--- config.mk ---
export PLATFORM = sky130hd
export DESIGN_NAME = fms_field_mode_sequencer
export DESIGN_NICKNAME = d
export VERILOG_FILES = /design/src/rtl/fms_pkg.sv /design/src/rtl/fms_wr_if.sv /design/src/rtl/fms_field_mode_sequencer.sv /design/src/rtl/fms_serial_rx.sv
export VERILOG_INCLUDE_DIRS = /design/src /design/src/rtl
export SDC_FILE = /design/constraint.sdc
export NUM_CORES = 1
export LEC_CHECK = 0
export ABC_AREA = 1
export BUFFER_PORTS_ARGS = -buffer_cell sky130_fd_sc_hd__buf_2
export CORE_UTILIZATION = 26
export CTS_BUF_LIST = sky130_fd_sc_hd__clkbuf_4 sky130_fd_sc_hd__clkbuf_8
export DETAILED_ROUTE_END_ITERATION = 8
export PLACE_DENSITY = 0.4
export SLEW_MARGIN = 20
export SYNTH_ARGS = -nofsm -noshare
export SYNTH_HDL_FRONTEND = slang
export SYNTH_SLANG_ARGS = --single-unit
--- constraint.sdc ---
create_clock -name ref_clk -period 22.4 [get_ports ref_clk]
set_input_delay 0 -clock ref_clk [delete_from_list [all_inputs] [get_ports ref_clk]]
set_output_delay 0 -clock ref_clk [all_outputs]
set_load 0.03 [all_outputs]
--- src/rtl/fms_map.svh ---
`ifndef FMS_MAP_SVH
`define FMS_MAP_SVH

// Mode register offsets on the serial port.
`define FMS_ADDR_CYCLE_LEN      8'h2a
`define FMS_ADDR_SLOTS_0_4      8'h2b
`define FMS_ADDR_SLOTS_5_6      8'h2c
// Update-control registers and the patterns that make mode writes field-synchronised.
`define FMS_ADDR_UPD_CTRL_A     8'hb4
`define FMS_ADDR_UPD_CTRL_B     8'hb5
`define FMS_UPD_A_SYNC          16'h03ff
`define FMS_UPD_B_SYNC          16'hfc00
// Substrate clock registers.
`define FMS_ADDR_SUB_COUNT      8'h75
`define FMS_ADDR_SUB_POL        8'h76
`define FMS_ADDR_SUB_TOG1       8'h77
`define FMS_ADDR_SUB_TOG2       8'h78
`define FMS_ADDR_SUB_START      8'h79
`define FMS_ADDR_GATE_LINE      8'h7a

// Serial word layout: address then data, both shifted in least significant bit first.
`define FMS_SER_ADDR_W          8
`define FMS_SER_DATA_W          28
`define FMS_SER_BITS            6'd36

// Field positions and widths.
`define FMS_SLOT_W              5
`define FMS_LEN_W               3
`define FMS_POS_W               13

// Reset values.
`define FMS_RST_CYCLE_LEN       3'h1
`define FMS_RST_SLOTS_0_4       25'h0000000
`define FMS_RST_SLOTS_5_6       10'h000
`define FMS_RST_SUB_COUNT       13'h0001
`define FMS_RST_SUB_POL         1'h0
`define FMS_RST_SUB_TOG1        13'h0000
`define FMS_RST_SUB_TOG2        13'h0000
`define FMS_RST_SUB_START       13'h0000
`define FMS_RST_GATE_LINE       13'h0000

// Field-sync falling edges between a synchronised mode write and its use.
`define FMS_VD_UPDATE_EDGES     2'h2

`endif

--- src/rtl/fms_pkg.sv ---
package fms_pkg;
  typedef enum logic {FMS_RX_IDLE, FMS_RX_SHIFT} fms_rx_state_e;
  typedef logic [4:0]  fms_slot_t;
  typedef logic [12:0] fms_pos_t;
  typedef logic [2:0]  fms_len_t;
endpackage

--- src/rtl/fms_wr_if.sv ---
`timescale 1ns/1ps
// Carries one completed register write from the serial receiver to the sequencer.
interface fms_wr_if;
  logic [7:0]  addr;
  logic [27:0] data;
  logic        stb;
  modport src (output addr, output data, output stb);
  modport snk (input addr, input data, input stb);
endinterface

--- src/rtl/fms_field_mode_sequencer.sv ---
`timescale 1ns/1ps
`include "fms_map.svh"
// Operation
// [RQ1] A 3-bit cycle length register sets how many slots cycle, 1 to 7.
// [RQ2] Seven 5-bit slot selectors; slots 0-4 in one register, 5-6 in next.
// [RQ3] After a mode update slot zero is used, then advance each field.
// [RQ4] After the programmed slot count, return to slot zero and keep cycling.
// [RQ5] Only a write to the slots five-six register resets the slot counter.
// [RQ6] Host should rewrite all three mode registers within one field.
// [RQ7] By default new mode values apply as soon as the serial write ends.
// [RQ8] Update-control patterns delay mode use to the second field-sync fall.
// [RQ9] By default the substrate clock pulses in every field.
// [RQ10] At most one substrate pulse per line; count from the pulse count register.
// [RQ11] Start polarity and two toggle pixels shape each substrate pulse line.
// [RQ12] Substrate pulses begin in the line after the sensor-gate line.
// [RQ13] Substrate settings are taken into use at the line after gate line.
// [RQ14] Pulse count is 13 bits, 1 to 8191, below the field length.
// [RQ15] Start offset 0 means next line, 2 means two lines later; 1 is illegal.
// [RQ16] Each toggle position is a 13-bit pixel location.
// [RQ17] A 13-bit gate active line register is the substrate reference.
// [RQ18] Outside pulse lines the substrate clock holds its start polarity.
// [RQ19] The slot counter advances on field-sync fall, wrapping at the length.
module fms_field_mode_sequencer (
  input  wire logic        ref_clk,             // Pixel clock, 25 MHz.
  input  wire logic        rst,                 // Asynchronous reset, active high.
  input  wire logic        sck,                 // Serial clock pin.
  input  wire logic        sdata,               // Serial data pin.
  input  wire logic        sl_n,                // Serial load pin, active low.
  input  wire logic        field_sync,          // Field sync pin, falling edge starts a field.
  input  wire logic        line_sync,           // Line sync pin, falling edge starts a line.
  output logic             substrate_clock,     // Substrate clock to the vertical driver.
  output fms_pkg::fms_slot_t active_field_select, // Field timing set now in use.
  output fms_pkg::fms_len_t  active_slot,       // Cycle position now in use.
  output logic             update_pending       // A synchronised mode write waits.
);
  import fms_pkg::*;

  fms_wr_if wr ();

  fms_serial_rx u_rx (
    .ref_clk (ref_clk),
    .rst     (rst),
    .sck     (sck),
    .sdata   (sdata),
    .sl_n    (sl_n),
    .wr      (wr)
  );

  logic [2:0]  vd_sy_reg;
  logic [2:0]  hd_sy_reg;
  logic        vd_fall;
  logic        hd_fall;
  logic [15:0] upd_a_reg;
  logic [15:0] upd_b_reg;
  logic        vd_mode;
  fms_len_t    len_stg_reg;
  logic [24:0] s04_stg_reg;
  logic [9:0]  s56_stg_reg;
  logic        clr_stg_reg;
  fms_len_t    len_live_reg;
  logic [24:0] s04_live_reg;
  logic [9:0]  s56_live_reg;
  logic [1:0]  pend_reg;
  logic        wr_mode;
  logic        apply_now;
  logic        clr_now;
  fms_len_t    eff_len;
  logic [3:0]  slot_inc;
  fms_slot_t   sel_mux;
  logic        sub_pol_w_reg;
  fms_pos_t    tog1_w_reg;
  fms_pos_t    tog2_w_reg;
  fms_pos_t    cnt_w_reg;
  fms_pos_t    off_w_reg;
  fms_pos_t    gate_line_reg;
  logic        pol_act_reg;
  fms_pos_t    tog1_act_reg;
  fms_pos_t    tog2_act_reg;
  fms_pos_t    cnt_act_reg;
  fms_pos_t    off_act_reg;
  fms_pos_t    pix_reg;
  fms_pos_t    line_reg;
  fms_pos_t    line_next;
  logic        sub_load;
  fms_pos_t    cnt_use;
  fms_pos_t    off_use;
  logic [13:0] start_line;
  logic [14:0] stop_line;
  logic        pulse_line_reg;

  // Field and line sync come from pins, so each passes two flops before use.
  always_ff @(posedge ref_clk or posedge rst) begin
    if (rst) begin
      vd_sy_reg <= 3'h7;
      hd_sy_reg <= 3'h7;
    end else begin
      vd_sy_reg <= {vd_sy_reg[1:0], field_sync};
      hd_sy_reg <= {hd_sy_reg[1:0], line_sync};
    end
  end

  assign vd_fall = vd_sy_reg[2] && !vd_sy_reg[1];
  assign hd_fall = hd_sy_reg[2] && !hd_sy_reg[1];

  // Update-control registers; only the exact pattern pair selects field-synchronised mode.
  always_ff @(posedge ref_clk or posedge rst) begin
    if (rst) begin
      upd_a_reg <= 16'h0000;
      upd_b_reg <= 16'h0000;
    end else if (wr.stb && wr.addr == `FMS_ADDR_UPD_CTRL_A) begin
      upd_a_reg <= wr.data[15:0];
    end else if (wr.stb && wr.addr == `FMS_ADDR_UPD_CTRL_B) begin
      upd_b_reg <= wr.data[15:0];
    end
  end

  assign vd_mode = (upd_a_reg == `FMS_UPD_A_SYNC) && (upd_b_reg == `FMS_UPD_B_SYNC); // [RQ8]
  assign wr_mode = wr.stb && (wr.addr == `FMS_ADDR_CYCLE_LEN || wr.addr == `FMS_ADDR_SLOTS_0_4
                              || wr.addr == `FMS_ADDR_SLOTS_5_6);

  // Staging copies always take the write; the live copies follow when the update is due.
  always_ff @(posedge ref_clk or posedge rst) begin
    if (rst) begin
      len_stg_reg <= `FMS_RST_CYCLE_LEN;
      s04_stg_reg <= `FMS_RST_SLOTS_0_4;
      s56_stg_reg <= `FMS_RST_SLOTS_5_6;
    end else if (wr.stb && wr.addr == `FMS_ADDR_CYCLE_LEN) begin
      len_stg_reg <= wr.data[2:0]; // [RQ1]
    end else if (wr.stb && wr.addr == `FMS_ADDR_SLOTS_0_4) begin
      s04_stg_reg <= wr.data[24:0]; // [RQ2]
    end else if (wr.stb && wr.addr == `FMS_ADDR_SLOTS_5_6) begin
      s56_stg_reg <= wr.data[9:0]; // [RQ2]
    end
  end

  // A later write restarts the two-edge wait, so a burst of writes lands together.
  always_ff @(posedge ref_clk or posedge rst) begin
    if (rst) begin
      pend_reg    <= 2'h0;
      clr_stg_reg <= 1'b0;
    end else if (wr_mode && vd_mode) begin
      pend_reg <= `FMS_VD_UPDATE_EDGES; // [RQ8]
      if (wr.addr == `FMS_ADDR_SLOTS_5_6) begin
        clr_stg_reg <= 1'b1;
      end
    end else if (vd_fall && pend_reg != 2'h0) begin
      pend_reg <= pend_reg - 2'h1;
      if (pend_reg == 2'h1) begin
        clr_stg_reg <= 1'b0;
      end
    end
  end

  assign apply_now = vd_fall && pend_reg == 2'h1 && !(wr_mode && vd_mode);
  assign clr_now   = (wr.stb && !vd_mode && wr.addr == `FMS_ADDR_SLOTS_5_6) // [RQ5]
                     || (apply_now && clr_stg_reg);

  // Live mode registers: straight from the write by default, else from staging.
  always_ff @(posedge ref_clk or posedge rst) begin
    if (rst) begin
      len_live_reg <= `FMS_RST_CYCLE_LEN;
      s04_live_reg <= `FMS_RST_SLOTS_0_4;
      s56_live_reg <= `FMS_RST_SLOTS_5_6;
    end else if (apply_now) begin
      len_live_reg <= len_stg_reg; // [RQ8]
      s04_live_reg <= s04_stg_reg;
      s56_live_reg <= s56_stg_reg;
    end else if (wr.stb && !vd_mode) begin
      if (wr.addr == `FMS_ADDR_CYCLE_LEN) begin
        len_live_reg <= wr.data[2:0]; // [RQ7]
      end else if (wr.addr == `FMS_ADDR_SLOTS_0_4) begin
        s04_live_reg <= wr.data[24:0]; // [RQ7]
      end else if (wr.addr == `FMS_ADDR_SLOTS_5_6) begin
        s56_live_reg <= wr.data[9:0]; // [RQ7]
      end
    end
  end

  // A length of zero is out of range; it behaves as one so the counter never runs away.
  assign eff_len  = (len_live_reg == 3'h0) ? 3'h1 : len_live_reg;
  assign slot_inc = {1'b0, active_slot} + 4'h1;

  // Slot counter: reset wins over a field-sync advance in the same cycle.
  always_ff @(posedge ref_clk or posedge rst) begin
    if (rst) begin
      active_slot <= 3'h0;
    end else if (clr_now) begin
      active_slot <= 3'h0; // [RQ3] [RQ5]
    end else if (vd_fall) begin
      if (slot_inc >= {1'b0, eff_len}) begin
        active_slot <= 3'h0; // [RQ4] [RQ19]
      end else begin
        active_slot <= slot_inc[2:0]; // [RQ19]
      end
    end
  end

  // Pick the selector of the current slot.
  always_comb begin
    case (active_slot)
      3'h0:    sel_mux = s04_live_reg[4:0];
      3'h1:    sel_mux = s04_live_reg[9:5];
      3'h2:    sel_mux = s04_live_reg[14:10];
      3'h3:    sel_mux = s04_live_reg[19:15];
      3'h4:    sel_mux = s04_live_reg[24:20];
      3'h5:    sel_mux = s56_live_reg[4:0];
      default: sel_mux = s56_live_reg[9:5];
    endcase
  end

  // Registered outputs for the field select and the pending flag.
  always_ff @(posedge ref_clk or posedge rst) begin
    if (rst) begin
      active_field_select <= 5'h00;
      update_pending      <= 1'b0;
    end else begin
      active_field_select <= sel_mux; // [RQ2] [RQ3]
      update_pending      <= (pend_reg != 2'h0);
    end
  end

  // Substrate and gate-line registers, written by software at any time.
  always_ff @(posedge ref_clk or posedge rst) begin
    if (rst) begin
      sub_pol_w_reg <= `FMS_RST_SUB_POL;
      tog1_w_reg    <= `FMS_RST_SUB_TOG1;
      tog2_w_reg    <= `FMS_RST_SUB_TOG2;
      cnt_w_reg     <= `FMS_RST_SUB_COUNT;
      off_w_reg     <= `FMS_RST_SUB_START;
      gate_line_reg <= `FMS_RST_GATE_LINE;
    end else if (wr.stb) begin
      if (wr.addr == `FMS_ADDR_SUB_POL) begin
        sub_pol_w_reg <= wr.data[0];
      end else if (wr.addr == `FMS_ADDR_SUB_TOG1) begin
        tog1_w_reg <= wr.data[12:0]; // [RQ16]
      end else if (wr.addr == `FMS_ADDR_SUB_TOG2) begin
        tog2_w_reg <= wr.data[12:0]; // [RQ16]
      end else if (wr.addr == `FMS_ADDR_SUB_COUNT) begin
        cnt_w_reg <= wr.data[12:0]; // [RQ14]
      end else if (wr.addr == `FMS_ADDR_SUB_START) begin
        off_w_reg <= wr.data[12:0]; // [RQ15]
      end else if (wr.addr == `FMS_ADDR_GATE_LINE) begin
        gate_line_reg <= wr.data[12:0]; // [RQ17]
      end
    end
  end

  // Pixel and line position; both saturate so a missing sync cannot wrap them.
  assign line_next = vd_fall ? 13'h0000 : ((line_reg == 13'h1fff) ? line_reg : line_reg + 13'h1);
  always_ff @(posedge ref_clk or posedge rst) begin
    if (rst) begin
      pix_reg  <= 13'h0000;
      line_reg <= 13'h0000;
    end else begin
      if (hd_fall) begin
        pix_reg  <= 13'h0000;
        line_reg <= line_next;
      end else begin
        if (pix_reg != 13'h1fff) begin
          pix_reg <= pix_reg + 13'h1;
        end
        if (vd_fall) begin
          line_reg <= 13'h0000;
        end
      end
    end
  end

  // New settings take effect at the start of the line after the gate line.
  assign sub_load = hd_fall && ({1'b0, line_next} == {1'b0, gate_line_reg} + 14'h1); // [RQ13]
  assign cnt_use  = sub_load ? cnt_w_reg : cnt_act_reg;
  assign off_use  = sub_load ? off_w_reg : off_act_reg;
  // Offset zero means the next line; any other value counts lines after the gate line.
  assign start_line = {1'b0, gate_line_reg}
                      + ((off_use == 13'h0000) ? 14'h0001 : {1'b0, off_use}); // [RQ12] [RQ15]
  assign stop_line  = {1'b0, start_line} + {2'b00, cnt_use}; // [RQ10]

  always_ff @(posedge ref_clk or posedge rst) begin
    if (rst) begin
      pol_act_reg  <= `FMS_RST_SUB_POL;
      tog1_act_reg <= `FMS_RST_SUB_TOG1;
      tog2_act_reg <= `FMS_RST_SUB_TOG2;
      cnt_act_reg  <= `FMS_RST_SUB_COUNT;
      off_act_reg  <= `FMS_RST_SUB_START;
    end else if (sub_load) begin
      pol_act_reg  <= sub_pol_w_reg; // [RQ13]
      tog1_act_reg <= tog1_w_reg;
      tog2_act_reg <= tog2_w_reg;
      cnt_act_reg  <= cnt_w_reg;
      off_act_reg  <= off_w_reg;
    end
  end

  // One pulse line per line, in every field, for the programmed number of lines.
  always_ff @(posedge ref_clk or posedge rst) begin
    if (rst) begin
      pulse_line_reg <= 1'b0;
    end else if (hd_fall) begin
      pulse_line_reg <= ({1'b0, line_next} >= start_line)
                        && ({2'b00, line_next} < stop_line); // [RQ9] [RQ10] [RQ12]
    end
  end

  // Rest level outside pulse lines; a load line opens at the new polarity at once.
  always_ff @(posedge ref_clk or posedge rst) begin
    if (rst) begin
      substrate_clock <= `FMS_RST_SUB_POL;
    end else if (!pulse_line_reg || hd_fall) begin
      substrate_clock <= sub_load ? sub_pol_w_reg : pol_act_reg; // [RQ13] [RQ18]
    end else if (pix_reg == tog1_act_reg) begin
      substrate_clock <= !pol_act_reg; // [RQ11]
    end else if (pix_reg == tog2_act_reg) begin
      substrate_clock <= pol_act_reg; // [RQ11]
    end
  end

  AST_SLOT_ADVANCE: assert property (@(posedge ref_clk) disable iff (rst) // [RQ19]
    (vd_fall && !clr_now && slot_inc < {1'b0, eff_len}) |=> active_slot == $past(slot_inc[2:0]))
    else $error("slot did not advance on field sync");
  AST_SLOT_WRAP: assert property (@(posedge ref_clk) disable iff (rst) // [RQ4]
    (vd_fall && slot_inc >= {1'b0, eff_len}) |=> active_slot == 3'h0)
    else $error("slot did not wrap at cycle length");
  AST_SLOT_CLEAR: assert property (@(posedge ref_clk) disable iff (rst) // [RQ5]
    (wr.stb && !vd_mode && wr.addr != `FMS_ADDR_SLOTS_5_6 && !vd_fall)
    |=> active_slot == $past(active_slot))
    else $error("slot moved on a write to another register");
  AST_FIRST_SLOT: assert property (@(posedge ref_clk) disable iff (rst) // [RQ3]
    (clr_now && !wr_mode) ##1 !wr.stb |=> active_field_select == s04_live_reg[4:0])
    else $error("slot zero selector not used after update");
  AST_IMMEDIATE: assert property (@(posedge ref_clk) disable iff (rst) // [RQ7]
    (wr.stb && !vd_mode && !apply_now && wr.addr == `FMS_ADDR_CYCLE_LEN)
    |=> len_live_reg == $past(wr.data[2:0]))
    else $error("cycle length not applied at once");
  AST_VD_DELAY: assert property (@(posedge ref_clk) disable iff (rst) // [RQ8]
    (wr_mode && vd_mode && !apply_now) |=> len_live_reg == $past(len_live_reg)
    && pend_reg == 2'h2)
    else $error("synchronised mode write applied too early");
  AST_LOAD: assert property (@(posedge ref_clk) disable iff (rst) // [RQ13]
    sub_load |=> cnt_act_reg == $past(cnt_w_reg) && tog1_act_reg == $past(tog1_w_reg))
    else $error("substrate settings not loaded after gate line");
  AST_REST_LEVEL: assert property (@(posedge ref_clk) disable iff (rst) // [RQ18]
    (!pulse_line_reg && !sub_load) |=> substrate_clock == pol_act_reg)
    else $error("substrate clock left rest level outside pulse lines");
  AST_TOGGLE: assert property (@(posedge ref_clk) disable iff (rst) // [RQ11]
    (pulse_line_reg && !hd_fall && pix_reg == tog1_act_reg) |=> substrate_clock != pol_act_reg)
    else $error("substrate clock missed first toggle");
endmodule

--- src/rtl/fms_serial_rx.sv ---
`timescale 1ns/1ps
`include "fms_map.svh"
// Three-wire write-only serial receiver; a word is taken when the load pin rises.
module fms_serial_rx (
  input  wire logic ref_clk,    // Pixel clock.
  input  wire logic rst,        // Asynchronous reset, active high.
  input  wire logic sck,        // Serial clock pin.
  input  wire logic sdata,      // Serial data pin.
  input  wire logic sl_n,       // Serial load pin, active low.
  fms_wr_if.src     wr          // Completed write.
);
  import fms_pkg::*;

  logic [2:0]  sck_sy_reg;
  logic [1:0]  sda_sy_reg;
  logic [2:0]  sl_sy_reg;
  logic [35:0] shift_reg;
  logic [5:0]  nbits_reg;
  fms_rx_state_e state_reg;

  // Two flops before any logic looks at a pin; the third stage only serves edge detection.
  always_ff @(posedge ref_clk or posedge rst) begin
    if (rst) begin
      sck_sy_reg <= 3'h0;
      sda_sy_reg <= 2'h0;
      sl_sy_reg  <= 3'h7;
    end else begin
      sck_sy_reg <= {sck_sy_reg[1:0], sck};
      sda_sy_reg <= {sda_sy_reg[0], sdata};
      sl_sy_reg  <= {sl_sy_reg[1:0], sl_n};
    end
  end

  // Bits enter at the top so that the first bit ends in bit 0 after a full word.
  always_ff @(posedge ref_clk or posedge rst) begin
    if (rst) begin
      state_reg <= FMS_RX_IDLE;
      shift_reg <= 36'h0;
      nbits_reg <= 6'h0;
      wr.stb    <= 1'b0;
      wr.addr   <= 8'h00;
      wr.data   <= 28'h0000000;
    end else begin
      wr.stb <= 1'b0;
      case (state_reg)
        FMS_RX_IDLE: begin
          nbits_reg <= 6'h0;
          if (!sl_sy_reg[1]) begin
            state_reg <= FMS_RX_SHIFT;
          end
        end
        FMS_RX_SHIFT: begin
          if (sl_sy_reg[1]) begin
            // A short or long frame is dropped rather than writing a garbled register.
            state_reg <= FMS_RX_IDLE;
            if (nbits_reg == `FMS_SER_BITS) begin
              wr.stb  <= 1'b1;
              wr.addr <= shift_reg[7:0];
              wr.data <= shift_reg[35:8];
            end
          end else if (sck_sy_reg[1] && !sck_sy_reg[2]) begin
            shift_reg <= {sda_sy_reg[1], shift_reg[35:1]};
            if (nbits_reg != 6'h3f) begin
              nbits_reg <= nbits_reg + 6'h1;
            end
          end
        end
        default: state_reg <= FMS_RX_IDLE;
      endcase
    end
  end

  AST_ONE_CYCLE_STB: assert property (@(posedge ref_clk) disable iff (rst)
    wr.stb |=> !wr.stb) else $error("write strobe lasted more than one cycle");
endmodule

==> impl_results.md <==
- CTS tree: built
- IO Count: 17
- Post-synth EDFFs: 0
- Hold crit path type: in -> async
- Post-synthesis net count: 2120
- Leakage: 9.41 nW
- Initial Utilization: 0.263
- Max H-tree Level: 3
- Final WL: 47800 µm
- Startpoint class of the critical path: flop
- FF+latch count, synth: 357
- Fillers: 7043
- Layout area overhead: 14.8%
- Vias in the first global route: 13500
- Worst Skew: 0.0286 ns
- Ys flop type: dfrtp_1
- GR Util All Layers: 0.146
- Clock tree sinks: 357
- Average footprint of a synthesized cell: 8.45 µm²
- Setup TNS: 0 ns
- Max-cap check violation count: 0
- Gpl congestion: 0.870
- Minimum clock period: 7.18 ns
- Seq/Total Area, Yosys: 0.518
- GR Overflow Total: 0
- Die W: 260 µm
- First-pass GRT wire length: 76500 µm
- Crit path DAT: 7.72 ns
- Post-CTS sizing: 0
- CP max-delay cell: dfstp_2
- Footprint of the multi-input gates: 7120 µm²
- Critical path endpoint: pulse_line_reg
- Distinct cells, synth: 50
- Clk slew on worst S/H paths: 0.06 ns
- Syn. warnings: 0
- Hold_buf cts: 11
- Initial antenna violation count: 2
- Clock Root Buffer: clkbuf_8
- Num CTS Buffers: 67
- CP required: 22.94 ns
- Sequential cell area: 8950 µm²
- Final Hold Fails: 0
- HPWL after DPL: 32900 µm
- # rows: 94
- Max FFs per register: 36
- VDD IR max: 0.0000396 V
- Die H: 260 µm
- Via Count: 13500
- Placed Cells incl. Taps: 2867
- Most frequent cells in the layout: nand2_1, dfrtp_1, o21ai_0, inv_1, nor2_1
- Remaining DRCs: 0
- Max clock buf depth: 3
- Synth area leaders: dfrtp_1, nand2_1, o21ai_0, inv_1, ha_1
- Most used cell, CP: nand2_1
- 1st-pass router iterations: 5
- Final Setup Violations: 0
- RSZ-0062 raised after global routing: no
- Power per cell area: 73.3 nW/µm²
- Fmax: 0.139 GHz
- Setup slack, reg-to-reg: 15.22 ns
- Vias per Instance: 4.49
- Setup crit end kind: flop
- IO buf count: 16
- DR WL/cell: 15.9 µm
- Antenna-violating nets left: 0
- Reg2Reg Depth: 41
- Synthesized area: 17300 µm²
- Largest net degree at the start of global routing: 165
- Syn Inst Count: 2044
- Top fanout value on the critical path: 46
- Fraction of the cycle the final worst path needs: 0.321
- Worst Max-Slew Pin Slew: 1.03 ns
- Max incr delay on CP: 0.51 ns
- Die Area: 67400 µm²
- Reg-to-reg endpoint: pulse_line_reg
- Share of cells above drive strength 1: 0.0918
- Iteration-0 DRC count of the detailed router: 819
- Worst Setup SP: hd_sy_reg[2]
- Area of the core: 65700 µm²
- Cell taking the most area after synthesis: dfrtp_1
- Worst-skew pair later-pin latency: 0.65 ns
- # nets final: 2161
- Share of the synthesized area in the top cell type: 0.500
- Post-Layout Cell Count: 3000
- Relative slew slack: 0.311
- Most common cell after layout, fill and taps aside: nand2_1
- Synth async-reset ratio: 1.00
- Pins over their slew limit: 0
- Post-CTS Setup Repair Bufs: 0
- Status: finished, final reports clean
- CP Class: reg -> reg
- Reg-to-Reg Start: hd_sy_reg[2]
==> cells in the mapped netlist (2+ instances only) <==
master     number
a2111oi_0       2
a211oi_1        3
a21boi_0        2
a21o_1          3
a21oi_1        52
a221oi_1        6
a32o_1          3
and3_1          3
buf_2           7
buf_6           2
clkbuf_1       57
clkinv_1        3
dfrtp_1       345
dfstp_2        12
fa_1            2
ha_1           67
inv_1         242
inv_2           2
mux2_2          2
nand2_1       603
nand2_2        14
nand3_1        73
nand3_2         6
nand3b_1        7
nand4_1        26
nor2_1         80
nor2_4          2
nor3_1         23
nor4_1          7
o2111ai_1       2
o211ai_1       43
o21ai_0       264
o21ai_2         2
o21bai_1        5
o22ai_1        13
xnor2_1        24
xor2_1         22
==> report_power, final <==
part / switching, mW / internal, mW / total, mW / leakage (nW)
logic: 0.0754 / 0.0354 / 0.111 / 3.74
clock network: 0.292 / 0.383 / 0.675 / 0.763
registers: 0.00925 / 0.659 / 0.668 / 4.90
total: 0.376 / 1.08 / 1.45 / 9.41
==> final cells by class <==
| type | instances | area share |
|---|---|---|
| flip-flops and latches | 357 | 0.451 |
| multi-input cells | 1372 | 0.359 |
| clock buffers | 108 | 0.0655 |
| well taps | 864 | 0.0545 |
| inverters | 247 | 0.0471 |
| repair buffers | 40 | 0.0157 |
| clock inverters | 10 | 0.00650 |
| diodes | 2 | 0.000252 |
==> worst max-delay path, delay by kind of cell (launching register included) <==
kind,cells,cell delay [ns]
buf+inv,6,0.88
compound gates,8,1.41
xor+xnor,2,0.44
simple gates,21,2.60
flops,1,0.51
fa+ha+maj,4,1.21
==> metrics by stage <==
step	area, µm²	util	hold WS, ns	total power [mW]	setup slack (ns)
after floorplan	17300	-	0.00448	0.758	12.51
after global placement	18300	0.278	0.107	0.791	15.39
after detailed placement	18300	0.278	0.107	0.791	15.22
after CTS	19800	0.301	0.125	1.48	15.18
after global routing	19800	0.302	0.197	1.53	14.34
final	19800	0.302	0.116	1.45	15.22
==> metal layers <==
layer  vias up  share of wire  GRT usage
met2       215           0.46      0.231
met3        88          0.036     0.0301
met4         0          0.026     0.0510
li1       6770              -          -
met5         -              0          0
met1      6404           0.48      0.196
==> worst min-delay path by stage <==
stage	to	cells past startpoint	start
final	u_rx.shift_reg[29]	3	rst
after global routing	u_rx.nbits_reg[4]	3	rst
after CTS	u_rx.shift_reg[29]	3	rst
after detailed placement	u_rx.sl_sy_reg[0]	1	sl_n
after global placement	hd_sy_reg[0]	1	line_sync
after floorplan	hd_sy_reg[0]	0	line_sync
==> logic make-up after synthesis <==
| group | count (synthesis) | share of synthesized area |
|---|---|---|
| AO/OA/AOI/OAI | 407 | 0.132 |
| XOR/XNOR | 46 | 0.0233 |
| adder cells (fa/ha/maj) | 69 | 0.0509 |
| buffers and inverters | 315 | 0.0701 |
| flip-flops | 357 | 0.518 |
| multiplexers | 2 | 0.00130 |
| AND/OR/NAND/NOR | 848 | 0.205 |
Power figures use the tool's default switching activity.
